$ cat config.mk
export PLATFORM = sky130hd
export DESIGN_NAME = fpem_top
export DESIGN_NICKNAME = d
export VERILOG_FILES = /design/src/fpem_pkg.sv /design/src/fpem_top.sv
export VERILOG_INCLUDE_DIRS = /design/src
export SDC_FILE = /design/constraint.sdc
export NUM_CORES = 1
export LEC_CHECK = 0
export BUFFER_PORTS_ARGS = -buffer_cell sky130_fd_sc_hd__buf_2
export CAP_MARGIN = 20
export CORE_AREA = 4 4 187 189
export CTS_CLUSTER_DIAMETER = 150
export DETAILED_ROUTE_END_ITERATION = 16
export DIE_AREA = 0 0 191 193
export SLEW_MARGIN = 20
export SYNTH_ARGS = -nofsm -noshare
export SYNTH_HDL_FRONTEND = slang
export SYNTH_SLANG_ARGS = --single-unit
$ cat constraint.sdc
create_clock -name clk -period 2.1 [get_ports clk]
set_input_delay 0.42 -clock clk [delete_from_list [all_inputs] [get_ports clk]]
set_output_delay 0.42 -clock clk [all_outputs]
set_load 0.01 [all_outputs]
$ cat src/fpem_defines.svh
// Purpose: constants for the fpu exception control, feature and mode block
// Assumes: 32-bit classic wishbone register bus, byte addresses
// Notes: field values of the feature registers are fixed by hardware
`ifndef FPEM_DEFINES_SVH
`define FPEM_DEFINES_SVH

`define FPEM_ADDR_EXC 4'h0
`define FPEM_ADDR_FEAT0 4'h4
`define FPEM_ADDR_FEAT1 4'h8
`define FPEM_ADDR_STAT 4'hC

`define FPEM_EXC_EN 30
`define FPEM_EXC_VUNDEF 29
`define FPEM_STAT_DNAN 25
`define FPEM_STAT_FZ 24
`define FPEM_STAT_IDC 7
`define FPEM_STAT_UFC 3
`define FPEM_STAT_IOC 0

`define FPEM_FEAT0_VAL 32'h1011_0201
`define FPEM_FEAT1_VAL 32'h0000_0011

`define FPEM_DNAN_SGL 32'h7FC0_0000
`define FPEM_DNAN_DBL 64'h7FF8_0000_0000_0000

`endif

$ cat src/fpem_pkg.sv
// Purpose: types for the fpu exception control, feature and mode block
// Assumes: single operands sit in bits 31:0, upper half ignored
// Notes: none
package fpem_pkg;

    // instruction issued by the core pipeline
    typedef struct packed {
        logic sysreg;
        logic vector;
        logic arith;
        logic dbl;
        logic [63:0] op_a;
        logic [63:0] op_b;
    } fpem_issue_t;

    // raw datapath result before mode rewriting
    typedef struct packed {
        logic dbl;
        logic arith;
        logic tiny;
        logic nan_in;
        logic [63:0] value;
    } fpem_result_t;

    // conditioned operands to the datapath
    typedef struct packed {
        logic dbl;
        logic arith;
        logic [63:0] op_a;
        logic [63:0] op_b;
    } fpem_operands_t;

endpackage : fpem_pkg

$ cat src/fpem_top.sv
// Purpose: exception control, feature registers and flush/default-nan mode logic
// Assumes: priv and all issue/result inputs are on clk; wishbone classic slave
// Notes: nonprivileged access to privileged registers answers with err_o
//
// Implementation choices: the register addresses and the Wishbone interface to the registers.
`timescale 1ns/10ps
`include "fpem_defines.svh"

module fpem_top (
    input wire logic clk,
    input wire logic rst_n,
    input wire logic cyc_i,
    input wire logic stb_i,
    input wire logic we_i,
    input wire logic [3:0] adr_i,
    input wire logic [3:0] sel_i,
    input wire logic [31:0] dat_i,
    output logic [31:0] dat_o,
    output logic ack_o,
    output logic err_o,
    input wire logic priv,
    input wire logic issue_valid,
    input wire fpem_pkg::fpem_issue_t issue,
    output logic undef_exc,
    output logic ops_valid,
    output fpem_pkg::fpem_operands_t ops,
    input wire logic res_valid,
    input wire fpem_pkg::fpem_result_t res,
    output logic out_valid,
    output logic [63:0] out_value,
    output logic fp_enable,
    output logic flush_zero_bit,
    output logic default_nan_bit
);

    // ----------------------------------------------------------------
    // float classification
    // ----------------------------------------------------------------
    function automatic logic f_sub(input logic dbl, input logic [63:0] x);
        if (dbl) begin
            f_sub = (x[62:52] == 11'h000) && (x[51:0] != 52'h0);
        end else begin
            f_sub = (x[30:23] == 8'h00) && (x[22:0] != 23'h0);
        end
    endfunction

    function automatic logic f_nan(input logic dbl, input logic [63:0] x);
        if (dbl) begin
            f_nan = (x[62:52] == 11'h7FF) && (x[51:0] != 52'h0);
        end else begin
            f_nan = (x[30:23] == 8'hFF) && (x[22:0] != 23'h0);
        end
    endfunction

    function automatic logic f_snan(input logic dbl, input logic [63:0] x);
        f_snan = f_nan(dbl, x) && !(dbl ? x[51] : x[22]);
    endfunction

    function automatic logic [63:0] f_zero(input logic dbl, input logic [63:0] x);
        if (dbl) begin
            f_zero = {x[63], 63'h0};
        end else begin
            f_zero = {32'h0, x[31], 31'h0};
        end
    endfunction

    // ----------------------------------------------------------------
    // register state
    // ----------------------------------------------------------------
    logic exc_en;
    logic exc_vundef;
    logic fz;
    logic dn;
    logic flag_idc;
    logic flag_ufc;
    logic flag_ioc;

    // ----------------------------------------------------------------
    // wishbone decode
    // ----------------------------------------------------------------
    wire bus_req = cyc_i && stb_i;
    wire hit_exc = (adr_i == `FPEM_ADDR_EXC);
    wire hit_f0 = (adr_i == `FPEM_ADDR_FEAT0);
    wire hit_f1 = (adr_i == `FPEM_ADDR_FEAT1);
    wire hit_stat = (adr_i == `FPEM_ADDR_STAT);
    wire needs_priv = hit_exc || hit_f0 || hit_f1;
    wire deny = needs_priv && !priv;
    wire answered = ack_o || err_o;
    wire bus_fire = bus_req && answered;
    wire wr_exc = bus_fire && ack_o && we_i && hit_exc && sel_i[3];
    wire wr_stat = bus_fire && ack_o && we_i && hit_stat;

    wire [31:0] exc_word = {1'b0, exc_en, exc_vundef, 29'h0};
    wire [31:0] stat_word = {6'h0, dn, fz, 16'h0, flag_idc, 3'h0, flag_ufc, 2'h0, flag_ioc};
    wire [31:0] feat0_word = `FPEM_FEAT0_VAL;
    wire [31:0] feat1_word = `FPEM_FEAT1_VAL;
    wire [31:0] rd_word = hit_exc ? exc_word :
                          hit_f0 ? feat0_word :
                          hit_f1 ? feat1_word :
                          hit_stat ? stat_word : 32'h0;

    always_ff @(posedge clk or negedge rst_n) begin
        if (!rst_n) begin
            ack_o <= 1'b0;
            err_o <= 1'b0;
            dat_o <= 32'h0;
        end else begin
            ack_o <= bus_req && !answered && !deny;
            err_o <= bus_req && !answered && deny;
            dat_o <= (bus_req && !answered && !deny) ? rd_word : 32'h0;
        end
    end

    // ----------------------------------------------------------------
    // undefined-instruction decision
    // ----------------------------------------------------------------
    wire iss_undef_dis = issue_valid && !exc_en && !issue.sysreg;
    wire iss_undef_vec = issue_valid && issue.vector && !issue.sysreg;
    wire iss_undef = iss_undef_dis || iss_undef_vec;
    wire any_undef = iss_undef || (err_o && bus_fire);
    wire next_vundef = iss_undef ? (iss_undef_vec && exc_en) : 1'b0;
    wire exec_ok = issue_valid && !iss_undef && !issue.sysreg;

    always_ff @(posedge clk or negedge rst_n) begin
        if (!rst_n) begin
            exc_en <= 1'b0;
            exc_vundef <= 1'b0;
            undef_exc <= 1'b0;
        end else begin
            undef_exc <= iss_undef;
            if (wr_exc) begin
                exc_en <= dat_i[`FPEM_EXC_EN];
            end
            if (any_undef) begin
                exc_vundef <= next_vundef;
            end else if (wr_exc) begin
                exc_vundef <= dat_i[`FPEM_EXC_VUNDEF];
            end
        end
    end

    // ----------------------------------------------------------------
    // operand conditioning
    // ----------------------------------------------------------------
    wire flush_a = fz && issue.arith && f_sub(issue.dbl, issue.op_a);
    wire flush_b = fz && issue.arith && f_sub(issue.dbl, issue.op_b);
    wire snan_in = issue.arith && (f_snan(issue.dbl, issue.op_a) || f_snan(issue.dbl, issue.op_b));
    // flushed values are true signed zeros, so later exceptions behave as for zero
    wire [63:0] next_a = flush_a ? f_zero(issue.dbl, issue.op_a) : issue.op_a;
    wire [63:0] next_b = flush_b ? f_zero(issue.dbl, issue.op_b) : issue.op_b;
    wire set_idc = exec_ok && (flush_a || flush_b);
    wire set_ioc = exec_ok && dn && snan_in;

    always_ff @(posedge clk or negedge rst_n) begin
        if (!rst_n) begin
            ops_valid <= 1'b0;
            ops <= '0;
        end else begin
            ops_valid <= exec_ok;
            ops <= {issue.dbl, issue.arith, next_a, next_b};
        end
    end

    // ----------------------------------------------------------------
    // result rewriting
    // ----------------------------------------------------------------
    wire res_flush = res_valid && fz && res.arith && res.tiny;
    wire res_is_nan = res.nan_in || f_nan(res.dbl, res.value);
    wire res_dnan = res_valid && dn && res.arith && res_is_nan;
    wire [63:0] dnan_word = res.dbl ? `FPEM_DNAN_DBL : {32'h0, `FPEM_DNAN_SGL};
    wire [63:0] next_out = res_dnan ? dnan_word :
                           res_flush ? f_zero(res.dbl, res.value) : res.value;
    wire set_ufc = res_flush;

    always_ff @(posedge clk or negedge rst_n) begin
        if (!rst_n) begin
            out_valid <= 1'b0;
            out_value <= 64'h0;
        end else begin
            out_valid <= res_valid;
            out_value <= next_out;
        end
    end

    // ----------------------------------------------------------------
    // status mode bits and sticky flags, set beats clear
    // ----------------------------------------------------------------
    always_ff @(posedge clk or negedge rst_n) begin
        if (!rst_n) begin
            fz <= 1'b0;
            dn <= 1'b0;
            flag_idc <= 1'b0;
            flag_ufc <= 1'b0;
            flag_ioc <= 1'b0;
        end else begin
            if (wr_stat && sel_i[3]) begin
                dn <= dat_i[`FPEM_STAT_DNAN];
                fz <= dat_i[`FPEM_STAT_FZ];
            end
            flag_idc <= set_idc || ((wr_stat && sel_i[0]) ? dat_i[`FPEM_STAT_IDC] : flag_idc);
            flag_ufc <= set_ufc || ((wr_stat && sel_i[0]) ? dat_i[`FPEM_STAT_UFC] : flag_ufc);
            flag_ioc <= set_ioc || ((wr_stat && sel_i[0]) ? dat_i[`FPEM_STAT_IOC] : flag_ioc);
        end
    end

    assign fp_enable = exc_en;
    assign flush_zero_bit = fz;
    assign default_nan_bit = dn;
endmodule // fpem_top

==> results of run 1 <==
[power by group]
group	total (uW)	internal (uW)	switching, uW	leakage (uW)
Clock	4190	2560	1630	0.000390
Combinational	1010	457	550	0.00300
Sequential	4400	4340	57.0	0.00255
[metal layers]
layer,global-route usage (%),share of wire (%),up-vias
li1,-,-,3040
met5,0,0.046,-
met4,4.34,2.5,2
met3,4.54,10,57
met1,16.0,36,3134
met2,26.3,51,326
[path summary, 6_finish.rpt]
kind,from,end,slack (ns)
worst min register to register,err_o$_DFF_PN0_,err_o$_DFF_PN0_,0.50
worst max register to register,fp_enable$_DFFE_PN0P_,flag_ioc$_DFF_PN0_,0.21
worst max-delay path,fp_enable$_DFFE_PN0P_,flag_ioc$_DFF_PN0_,0.21
max in group asynchronous,rst_n,ops[91]$_DFF_PN0_,0.96
min in group asynchronous,rst_n,out_value[7]$_DFF_PN0_,0.50
worst min-delay path,res_valid,out_valid$_DFF_PN0_,0.03
[per-stage QoR]
| stage | setup slack (ns) | hold slack [ns] | cell area [sq um] | utilization, % |
|---|---|---|---|---|
| detailed placement | -0.170 | 0.439 | 11000 | 33.1 |
| floorplan | 0.303 | 0.124 | 7950 | - |
| global route | 0.0536 | 0.00181 | 11800 | 35.5 |
| finish | 0.213 | 0.0335 | 11800 | 35.5 |
| CTS | 0.124 | 0.000353 | 11800 | 35.5 |
| global placement | -0.156 | 0.443 | 11000 | 33.1 |
[logic make-up after synthesis]
group	count (synthesis)	share of synthesized area, %
and+or+nand+nor	296	22.6
DFF	215	68.3
AOI/OAI and AO/OA	46	4.56
buffers and inverters	46	3.57
muxes	7	0.952
other	1	0.0476
[flip-flops by register name, indices dropped and copies added, names as in the netlist]
signal           cells
ack_o                1
dat_o                9
default_nan_bit      1
err_o                1
exc_vundef           1
flag_idc             1
flag_ioc             1
flag_ufc             1
flush_zero_bit       1
fp_enable            1
ops                130
ops_valid            1
out_valid            1
out_value           64
undef_exc            1
[Yosys cell counts, types with 2 or more instances]
cell type,number
sky130_fd_sc_hd__and2_1,43
sky130_fd_sc_hd__nand3_1,7
sky130_fd_sc_hd__buf_2,15
sky130_fd_sc_hd__nor4_1,41
sky130_fd_sc_hd__clkbuf_1,5
sky130_fd_sc_hd__a21o_1,21
sky130_fd_sc_hd__nor3_1,11
sky130_fd_sc_hd__mux2_2,4
sky130_fd_sc_hd__and3_1,4
sky130_fd_sc_hd__nor2_1,15
sky130_fd_sc_hd__a21oi_1,2
sky130_fd_sc_hd__nand4b_1,3
sky130_fd_sc_hd__nor2b_1,125
sky130_fd_sc_hd__dfrtp_1,215
sky130_fd_sc_hd__nor3b_1,4
sky130_fd_sc_hd__mux2i_1,3
sky130_fd_sc_hd__buf_4,24
sky130_fd_sc_hd__inv_1,2
sky130_fd_sc_hd__o21ai_0,9
sky130_fd_sc_hd__nand4_1,21
sky130_fd_sc_hd__o31a_1,2
sky130_fd_sc_hd__a221oi_4,2
sky130_fd_sc_hd__nand2_1,15
sky130_fd_sc_hd__nor4b_1,2
[cell type report]
type	count	area (sq um)	share of cell area (%)
Inverter	2	7.51	0.0635
Multi-Input combinational cell	369	2300	19.4
Clock buffer	37	711	6.01
Antenna cell	2	5.00	0.0423
Tap cell	448	561	4.74
Timing Repair Buffer	496	2790	23.6
Clock inverter	6	80.1	0.677
Sequential cell	215	5380	45.5
[worst max-delay path, delay by kind of cell (launching register included)]
| kind | cells | cell delay [ns] |
|---|---|---|
| AO/OA/AOI/OAI | 1 | 0.45 |
| buffers and inverters | 1 | 0.18 |
| AND/OR/NAND/NOR | 5 | 0.78 |
| flip-flops | 1 | 0.40 |
==> results.sh, run 1 <==
export IMPL_route_detailed_vias_per_inst=4.16
export IMPL_post_synth_cell_area_avg_sq_um=12.9
export IMPL_grt_start_max_net_pins=68
export IMPL_detailroute_via_count=6559
export IMPL_sequential_share_of_the_synthesized_area_pct=68.3
export IMPL_setup_violations_final=0
export IMPL_place_hpwl_um=22800
export IMPL_mostFrequentLayoutCell="sky130_fd_sc_hd__buf_2"
export IMPL_mappedNetlistArea_sq_um=7880
export IMPL_layout_cells_most_common_list="sky130_fd_sc_hd__buf_2 (433), sky130_fd_sc_hd__dfrtp_1 (215), sky130_fd_sc_hd__nor2b_1 (125)"
export IMPL_layout_drive_gt1_share_pct=47.8
export IMPL_source_to_sink_clock_delay_at_the_later_pin_of_the_worst_skew_pair_ns=0.52
export IMPL_worstSetupPathType="flop to flop"
export IMPL_ys_warnings_count=0
export IMPL_min_path_cells=1
export IMPL_yosys_area_top_type="sky130_fd_sc_hd__dfrtp_1"
export IMPL_crit_path_end_kind="flop"
export IMPL_port_buffers=434
export IMPL_cts_resized=0
export IMPL_placement_rows=67
export IMPL_grt_pass1_wl_um=40400
export IMPL_route_detailed_drc=0
export IMPL_number_of_sinks_handled_by_clock_tree_synthesis=215
export IMPL_static_leakage_power_uw=0.00594
export IMPL_first_iter_violations=147
export IMPL_synth_top_cells_by_area="sky130_fd_sc_hd__dfrtp_1 (68%), sky130_fd_sc_hd__nor2b_1 (9.9%), sky130_fd_sc_hd__and2_1 (3.4%), sky130_fd_sc_hd__nor4_1 (3.3%), sky130_fd_sc_hd__buf_4 (2.3%)"
export IMPL_worst_hold_path_type="input port to flop"
export IMPL_actual_slew_at_the_worst_max_slew_pin_ns=0.590
export IMPL_cts_root_buffer_cell="sky130_fd_sc_hd__clkbuf_16"
export IMPL_postSynth_asyncResetShare_pct=100
export IMPL_drv_cap=0
export IMPL_clock_fmax_mhz=530
export IMPL_cts_hold_repair_buffers=1
export IMPL_clock_skew_ns=0.0198
export IMPL_pwr_cell_area_nw_per_um2=812
export IMPL_detailedRoute_firstPassIterationCount=4
export IMPL_finalNetCount=1356
export IMPL_reg2reg_depth=7
export IMPL_worst_path_max_fanout=5
export IMPL_maxSlewViolCount=0
export IMPL_core_region_area_sq_um=33300
export IMPL_max_slew_margin_pct=60.7
export IMPL_grt_setup_unrepaired="false"
export IMPL_setup_total_negative_slack_ns=0
export IMPL_dpl_cell_count=1529
export IMPL_postRouteAntennaNets=0
export IMPL_fp_dieW_um=191
export IMPL_synth_top_cell_area_share_pct=68.3
export IMPL_ys_types=40
export IMPL_timing_critical_path_arrival_ns=2.35
export IMPL_synth_seq_cells=215
export IMPL_start_kind="flop"
export IMPL_crit_required_ns=2.56
export IMPL_initial_antenna_violation_count=2
export IMPL_drt_wirelength_per_cell_um=17.8
export IMPL_timing_critical_path_cells="nor2b_1, and3b_1, nand3_1, a2111oi_0, buf_4, nor2_1, nand2_1"
export IMPL_period_needed_ns=1.89
export IMPL_number_of_cells_in_the_finished_layout_apart_from_fillers=1575
export IMPL_fillCellCount=3326
export IMPL_die_area_sq_um=36900
export IMPL_critical_path_max_stage_delay_ns=0.45
export IMPL_post_cts_buffers=0
export IMPL_clkSlewWorstSetupHoldPaths_ns=0.06
export IMPL_hold_violations=0
export IMPL_start_util_pct=23.7
export IMPL_synth_main_ff_cell="sky130_fd_sc_hd__dfrtp_1"
export IMPL_grt_use_total_pct=14.3
export IMPL_critPathSlowestCell="sky130_fd_sc_hd__a2111oi_0"
export IMPL_total_wire_length_um=28000
export IMPL_worst_ir_drop_vdd_mv=0.512
export IMPL_clock_tree_buffer_depth=3
export IMPL_tritoncts="built"
export IMPL_first_global_vias=6967
export IMPL_clock_buffers_created_by_tritoncts=24
export IMPL_synth_enable_flop_cells=0
export IMPL_syn_to_final_growth_pct=50.1
export IMPL_status="finished, final reports clean"
export IMPL_ports=482
export IMPL_routabilityCongestion=0.864
export IMPL_grt_ovfl_total=0
export IMPL_htreeDepth=1
export IMPL_synth_cells=611
export IMPL_die_h_um=193
export IMPL_p_total_uw=9600
export IMPL_timing_final_crit_share_pct=89.8
Power figures use the tool's default switching activity.
==> run 2, diff against run 1 <==
--- a/config.mk
+++ b/config.mk
@@ -14,2 +14,3 @@
 export DIE_AREA = 0 0 191 193
+export SKIP_LAST_GASP = 1
 export SLEW_MARGIN = 20
@@ -18 +19,2 @@
 export SYNTH_SLANG_ARGS = --single-unit
+export TNS_END_PERCENT = 20
==> constraint.sdc (replaced) <==
create_clock -name clk -period 2.1 [get_ports clk]
set_input_delay 0.63 -clock clk [delete_from_list [all_inputs] [get_ports clk]]
set_output_delay 0.63 -clock clk [all_outputs]
set_load 0.01 [all_outputs]
==> run 2 against run 1 <==
  * Sequential power about the same
  * Count of clock-buffer cells in the layout is 6 lower
  * Register-to-register slack better by 0.04 ns
  * Clock power shrank 3%
  * Global-route usage increased by 0.10 points
  * Non-clock buffer count rose by 43
  * Sequential share of layout area down 1.0 points
  * Setup slack hardly changed
  * Fmax about the same
  * First-iteration DRC count increased by 18%
  * Critical endpoint is now ops[96]$_DFF_PN0_
==> results.sh, run 2 (same netlist as run 1, synthesis figures left out) <==
export IMPL_grt_start_max_net_pins=64
export IMPL_grt_setup_unrepaired="false"
export IMPL_fillCellCount=3340
export IMPL_placement_rows=67
export IMPL_critical_path_top_delay_family="buffers and inverters"
export IMPL_clkSlewWorstSetupHoldPaths_ns=0.06
export IMPL_max_slew_margin_pct=66.8
export IMPL_crit_path_end_kind="flop"
export IMPL_final_critical_path_setup_slack_ns=0.214
export IMPL_route_detailed_drc=0
export IMPL_fin_util_pct=36.4
export IMPL_core_region_area_sq_um=33300
export IMPL_drt_wirelength_per_cell_um=17.4
export IMPL_die_h_um=193
export IMPL_static_leakage_power_uw=0.00614
export IMPL_dr_wl_met2_um=14300
export IMPL_period_needed_ns=1.89
export IMPL_route_detailed_vias_per_inst=4.14
export IMPL_grt_ovfl_total=0
export IMPL_drv_cap=0
export IMPL_cts_root_buffer_cell="sky130_fd_sc_hd__clkbuf_16"
export IMPL_timing_critical_path_cells="buf_2, nor4_1, buf_4, o211ai_1, buf_4, a221oi_4, buf_4, nor2b_1"
export IMPL_start_util_pct=23.7
export IMPL_setup_total_negative_slack_ns=0
export IMPL_cp_most_frequent_cell="sky130_fd_sc_hd__buf_4"
export IMPL_die_area_sq_um=36900
export IMPL_critPathSlowestCell="sky130_fd_sc_hd__buf_4"
export IMPL_grt_pass1_wl_um=41000
export IMPL_clock_fmax_mhz=530
export IMPL_antenna_cells=0
export IMPL_timing_final_crit_share_pct=89.8
export IMPL_switching_power_uw=2300
export IMPL_worstSetupPathType="input port to flop"
export IMPL_clock_tree_buffer_depth=3
export IMPL_actual_slew_at_the_worst_max_slew_pin_ns=0.494
export IMPL_number_of_sinks_handled_by_clock_tree_synthesis=215
export IMPL_syn_to_final_growth_pct=53.6
export IMPL_reg_top3="ops: 130 flops, out_value: 64 flops, dat_o: 9 flops"
export IMPL_critical_path_max_stage_delay_ns=0.41
export IMPL_routed_top_layer="met4"
export IMPL_drt_met1_wl_um=10400
export IMPL_detailedRoute_firstPassIterationCount=5
export IMPL_met3WireLength_um=2640
export IMPL_routabilityCongestion=0.856
export IMPL_crit_buf_inv=4
export IMPL_start_kind="input port"
export IMPL_total_wire_length_um=28100
export IMPL_pwr_cell_area_nw_per_um2=787
export IMPL_p_total_uw=9520
export IMPL_finalNetCount=1399
export IMPL_initial_antenna_violation_count=1
export IMPL_finalHoldWorstSlack_ns=0.257
export IMPL_source_to_sink_clock_delay_at_the_later_pin_of_the_worst_skew_pair_ns=0.52
export IMPL_ports=482
export IMPL_maxSlewViolCount=0
export IMPL_place_worst_setup_slack_ns=-0.347
export IMPL_layout_drive_gt1_share_pct=50.1
export IMPL_worst_hold_path_type="input port to flop"
export IMPL_mostFrequentLayoutCell="sky130_fd_sc_hd__buf_2"
export IMPL_place_hpwl_um=22800
export IMPL_power_clock_fraction_pct=42.7
export IMPL_fp_dieW_um=191
export IMPL_tritoncts="built"
export IMPL_clock_buffers_created_by_tritoncts=24
export IMPL_power_report_internal_total_uw=7230
export IMPL_worst_path_max_fanout=38
export IMPL_regMostFlops="ops"
export IMPL_post_cts_buffers=0
export IMPL_hold_violations=0
export IMPL_first_global_vias=7104
export IMPL_switching_share_pct=24.1
export IMPL_portion_of_total_power_attributed_to_sequential_cells_pct=46.2
export IMPL_detailroute_via_count=6693
export IMPL_status="finished, final reports clean"
export IMPL_htreeDepth=1
export IMPL_worst_ir_drop_vdd_mv=0.530
export IMPL_clock_skew_ns=0.0142
export IMPL_timing_critical_path_arrival_ns=2.27
export IMPL_setup_violations_final=0
export IMPL_largest_register_ffs=130
export IMPL_crit_required_ns=2.49
export IMPL_combinationalPowerShare_pct=11.1
export IMPL_grt_use_total_pct=14.4
export IMPL_first_iter_violations=173
export IMPL_postRouteAntennaNets=0
export IMPL_port_buffers=434
export IMPL_layout_cells_most_common_list="sky130_fd_sc_hd__buf_2 (433), sky130_fd_sc_hd__dfrtp_1 (215), sky130_fd_sc_hd__nor2b_1 (125)"
-- run 2: changes by cell type in the layout (fill, tap and decap cells not counted) --
cell,previous run,this run
sky130_fd_sc_hd__buf_4,50,94
sky130_fd_sc_hd__clkinv_4,0,1
sky130_fd_sc_hd__bufinv_16,2,1
sky130_fd_sc_hd__clkbuf_8,4,3
sky130_fd_sc_hd__clkinvlp_4,0,1
sky130_fd_sc_hd__buf_12,11,10
sky130_fd_sc_hd__clkinv_2,4,8
sky130_fd_sc_hd__clkbuf_1,8,3
sky130_fd_sc_hd__diode_2,2,0
-- run 2: area by class of cell --
class                           count  area (sq um)  area share [%]
Timing Repair Buffer              539          3100            25.6
Sequential cell                   215          5380            44.4
Tap cell                          448           561            4.63
Clock inverter                     11          86.3           0.713
Clock buffer                       31           678            5.60
Multi-Input combinational cell    369          2300            19.0
Inverter                            2          7.51          0.0620
-- run 2: what timing repair did --
item                                   4_1_cts  5_1_grt
hold buffers                                 1        0
resized for setup                            0        0
endpoints found under the hold margin       16        0
-- run 2: through the flow --
stage,area [sq um],std cells
after floorplan,7950,630
after global placement,11300,1572
after detailed placement,11300,1572
after CTS,12100,1615
after global routing,12100,1615
final,12100,1615
-- run 2: worst register-to-register path, cell delays in order, from the launching register on --
cell and delay (ns):
sky130_fd_sc_hd__dfrtp_1 0.42, sky130_fd_sc_hd__nor2b_1 0.20, sky130_fd_sc_hd__and3b_1 0.24, sky130_fd_sc_hd__nand3_1 0.21
sky130_fd_sc_hd__a2111oi_0 0.43, sky130_fd_sc_hd__buf_4 0.18, sky130_fd_sc_hd__nor2_1 0.06, sky130_fd_sc_hd__nand2_1 0.06
-- run 2: final timing paths --
check                      slack, ns                       to             startpoint  depth (start not counted)
min in group asynchronous       0.62  out_value[14]$_DFF_PN0_                  rst_n                          2
setup reg to reg                0.25       flag_ioc$_DFF_PN0_  fp_enable$_DFFE_PN0P_                          7
setup / recovery                0.21        ops[96]$_DFF_PN0_              issue[87]                          8
hold reg to reg                 0.50       flag_ufc$_DFF_PN0_     flag_ufc$_DFF_PN0_                          2
hold / removal                  0.26      out_valid$_DFF_PN0_              res_valid                          1
max in group asynchronous       0.80       flag_idc$_DFF_PN0_                  rst_n                          3
-- run 2: per-layer routing --
layer	GRT usage [%]	vias to the layer above
li1	-	3123
met1	16.2	3203
met2	26.5	320
met3	4.29	47
met4	4.45	0
met5	0	-
-- run 2: power by group through the flow --
| stage | Combinational (uW) | Clock [uW] | Sequential, uW |
|---|---|---|---|
| 2_1_floorplan | 228 | 0 | 4580 |
| 3_3_place_gp | 1060 | 0 | 4470 |
| 3_5_place_dp | 1070 | 0 | 4470 |
| 4_1_cts | 1080 | 4220 | 4400 |
| 5_1_grt | 1160 | 4420 | 4410 |
| 6_report | 1060 | 4070 | 4400 |
==> run 3, diff against run 2 <==
ABC_AREA = 1   (was default)
==> run 3 against run 2 <==
  * Clock skew shrank 0.0020 ns
  * Setup slack gained 0.087 ns
  * Cell count grew 18%
  * Clock power grew 8.6%
  * Largest cell class unchanged
  * Largest power group unchanged
  * Highest routed layer is now met5
==> results.sh, run 3 <==
export IMPL_critical_path_max_stage_delay_ns=0.48
export IMPL_ys_warnings_count=0
export IMPL_sequential_share_of_the_synthesized_area_pct=61.5
export IMPL_postRouteAntennaNets=0
export IMPL_ports=482
export IMPL_start_kind="flop"
export IMPL_detailedRoute_firstPassIterationCount=4
export IMPL_cts_resized=0
export IMPL_htreeDepth=1
export IMPL_placement_rows=67
export IMPL_grt_use_total_pct=14.6
export IMPL_use_met2_pct=25.9
export IMPL_timing_critical_path_cells="buf_2"
export IMPL_reg_top3="ops: 130 flops, out_value: 64 flops, dat_o: 9 flops"
export IMPL_post_synth_top_count_cell="sky130_fd_sc_hd__nor2_1"
export IMPL_hold_violations=0
export IMPL_stdcell_area_sq_um=12400
export IMPL_grt_ovfl_total=0
export IMPL_worst_path_max_fanout=5
export IMPL_clock_fmax_mhz=556
export IMPL_critical_path_top_delay_family="flip-flops"
export IMPL_initial_antenna_violation_count=2
export IMPL_port_buffers=434
export IMPL_yosys_area_top_type="sky130_fd_sc_hd__dfrtp_1"
export IMPL_synth_seq_cells=215
export IMPL_grt_setup_unrepaired="false"
export IMPL_post_cts_buffers=0
export IMPL_worstSetupPathType="flop to output port"
export IMPL_maxSlewViolCount=0
export IMPL_tritoncts="built"
export IMPL_met1_usage_pct=17.1
export IMPL_setup_violations_final=0
export IMPL_grt_busiest_layer="met2"
export IMPL_routabilityCongestion=0.816
export IMPL_synth_cells=979
export IMPL_clock_skew_ns=0.0122
export IMPL_cts_root_buffer_cell="sky130_fd_sc_hd__clkbuf_16"
export IMPL_crit_path_end_kind="output port"
export IMPL_postSynth_asyncResetShare_pct=100
export IMPL_regMostFlops="ops"
export IMPL_critPathSlowestCell="sky130_fd_sc_hd__dfrtp_1"
export IMPL_syn_to_final_growth_pct=41.4
export IMPL_cts_hold_repair_buffers=0
export IMPL_number_of_sinks_handled_by_clock_tree_synthesis=215
export IMPL_clock_tree_buffer_depth=3
export IMPL_grt_pass1_wl_um=43000
export IMPL_synth_main_ff_cell="sky130_fd_sc_hd__dfrtp_1"
export IMPL_drv_cap=0
export IMPL_layout_cells_most_common_list="sky130_fd_sc_hd__buf_2 (433), sky130_fd_sc_hd__nor2_1 (219), sky130_fd_sc_hd__dfrtp_1 (215)"
export IMPL_post_synth_cell_area_avg_sq_um=8.94
export IMPL_core_region_area_sq_um=33300
export IMPL_synth_top_cell_area_share_pct=61.5
export IMPL_worst_hold_path_type="input port to asynchronous set/reset pin"
export IMPL_source_to_sink_clock_delay_at_the_later_pin_of_the_worst_skew_pair_ns=0.52
export IMPL_synth_top_cells_by_area="sky130_fd_sc_hd__dfrtp_1 (61%), sky130_fd_sc_hd__nor2_1 (9.4%), sky130_fd_sc_hd__nand2_1 (7.1%), sky130_fd_sc_hd__inv_1 (7.0%), sky130_fd_sc_hd__a21oi_1 (2.8%)"
export IMPL_fp_dieW_um=191
export IMPL_ys_types=29
export IMPL_first_global_vias=8023
export IMPL_period_needed_ns=1.80
export IMPL_worst_ir_drop_vdd_mv=0.503
export IMPL_crit_buf_inv=1
export IMPL_crit_required_ns=1.47
export IMPL_grt_met3_usage_pct=4.05
export IMPL_clock_buffers_created_by_tritoncts=25
export IMPL_largest_register_ffs=130
export IMPL_mostFrequentLayoutCell="sky130_fd_sc_hd__buf_2"
export IMPL_first_iter_violations=317
export IMPL_status="finished, final reports clean"
export IMPL_route_detailed_vias_per_inst=4.13
export IMPL_setup_total_negative_slack_ns=0
export IMPL_total_wire_length_um=28700
export IMPL_finalNetCount=1686
export IMPL_placed_cell_area_sq_um=11500
export IMPL_layout_drive_gt1_share_pct=37.7
export IMPL_detailroute_via_count=7867
export IMPL_synth_enable_flop_cells=0
export IMPL_start_util_pct=26.3
export IMPL_mappedNetlistArea_sq_um=8750
export IMPL_fin_util_pct=37.2
export IMPL_route_detailed_drc=0
export IMPL_drt_wirelength_per_cell_um=15.1
export IMPL_pwr_cell_area_nw_per_um2=809
export IMPL_timing_final_crit_share_pct=85.7
export IMPL_clkSlewWorstSetupHoldPaths_ns=0.06
export IMPL_synth_cells_most_frequent="sky130_fd_sc_hd__nor2_1 (219), sky130_fd_sc_hd__dfrtp_1 (215), sky130_fd_sc_hd__nand2_1 (166)"
export IMPL_die_area_sq_um=36900
export IMPL_grt_start_max_net_pins=49
export IMPL_fillCellCount=3486
export IMPL_timing_critical_path_arrival_ns=1.17
export IMPL_place_hpwl_um=22900
export IMPL_die_h_um=193
export IMPL_static_leakage_power_uw=0.00693
run 3: final cells by class:
| class | count | area (sq um) | share of cell area, % |
|---|---|---|---|
| inverter | 165 | 622 | 5.03 |
| sequential | 215 | 5380 | 43.5 |
| clock buffer | 31 | 688 | 5.56 |
| timing repair buffer | 467 | 2550 | 20.6 |
| antenna | 1 | 2.50 | 0.0202 |
| tap | 448 | 561 | 4.53 |
| multi-input combinational | 564 | 2420 | 19.5 |
| clock inverter | 13 | 149 | 1.20 |
run 3: through the flow:
stage	total power, uW	setup WS [ns]	instances	hold slack [ns]
2_1_floorplan	4990	0.444	998	0.334
3_3_place_gp	5660	-0.224	1859	0.471
3_5_place_dp	5680	-0.231	1859	0.489
4_1_cts	10200	0.267	1903	0.0165
5_1_grt	10500	0.217	1903	0.0241
6_report	10000	0.301	1904	0.0254
run 3: cell families (layout without fill, tap and decap cells):
logic type,after synthesis,in the layout,share of synthesized area (%)
other cells,1,21,0.0428
simple gates,483,483,23.1
compound gates,59,59,3.42
buf+inv,219,676,11.7
flops,215,215,61.5
mux,2,2,0.243
run 3: per-layer routing:
layer / up-vias / wire length [um]
li1: 3802 / -
met1: 3650 / 11000
met2: 347 / 14100
met3: 64 / 2570
met4: 4 / 923
met5: - / 33
run 3: power by group:
part / switching, uW / internal [uW] / leakage [uW]
sequential: 62.4 / 4360 / 0.00255
combinational: 687 / 475 / 0.00396
clock: 1730 / 2680 / 0.000414
total: 2480 / 7520 / 0.00693
run 3: final timing paths:
path / depth (start not counted) / startpoint / slack, ns / endpoint
worst max-delay path: 1 / flush_zero_bit$_DFFE_PN0P_ / 0.30 / flush_zero_bit
worst min-delay path: 1 / rst_n / 0.03 / out_value[44]$_DFF_PN0_
worst max register to register: 6 / flush_zero_bit$_DFFE_PN0P_ / 0.55 / ops[93]$_DFF_PN0_
worst min register to register: 2 / flag_ufc$_DFF_PN0_ / 0.50 / flag_ufc$_DFF_PN0_
max in group asynchronous: 2 / rst_n / 1.44 / ops[80]$_DFF_PN0_
min in group clk: 1 / res_valid / 0.25 / out_valid$_DFF_PN0_
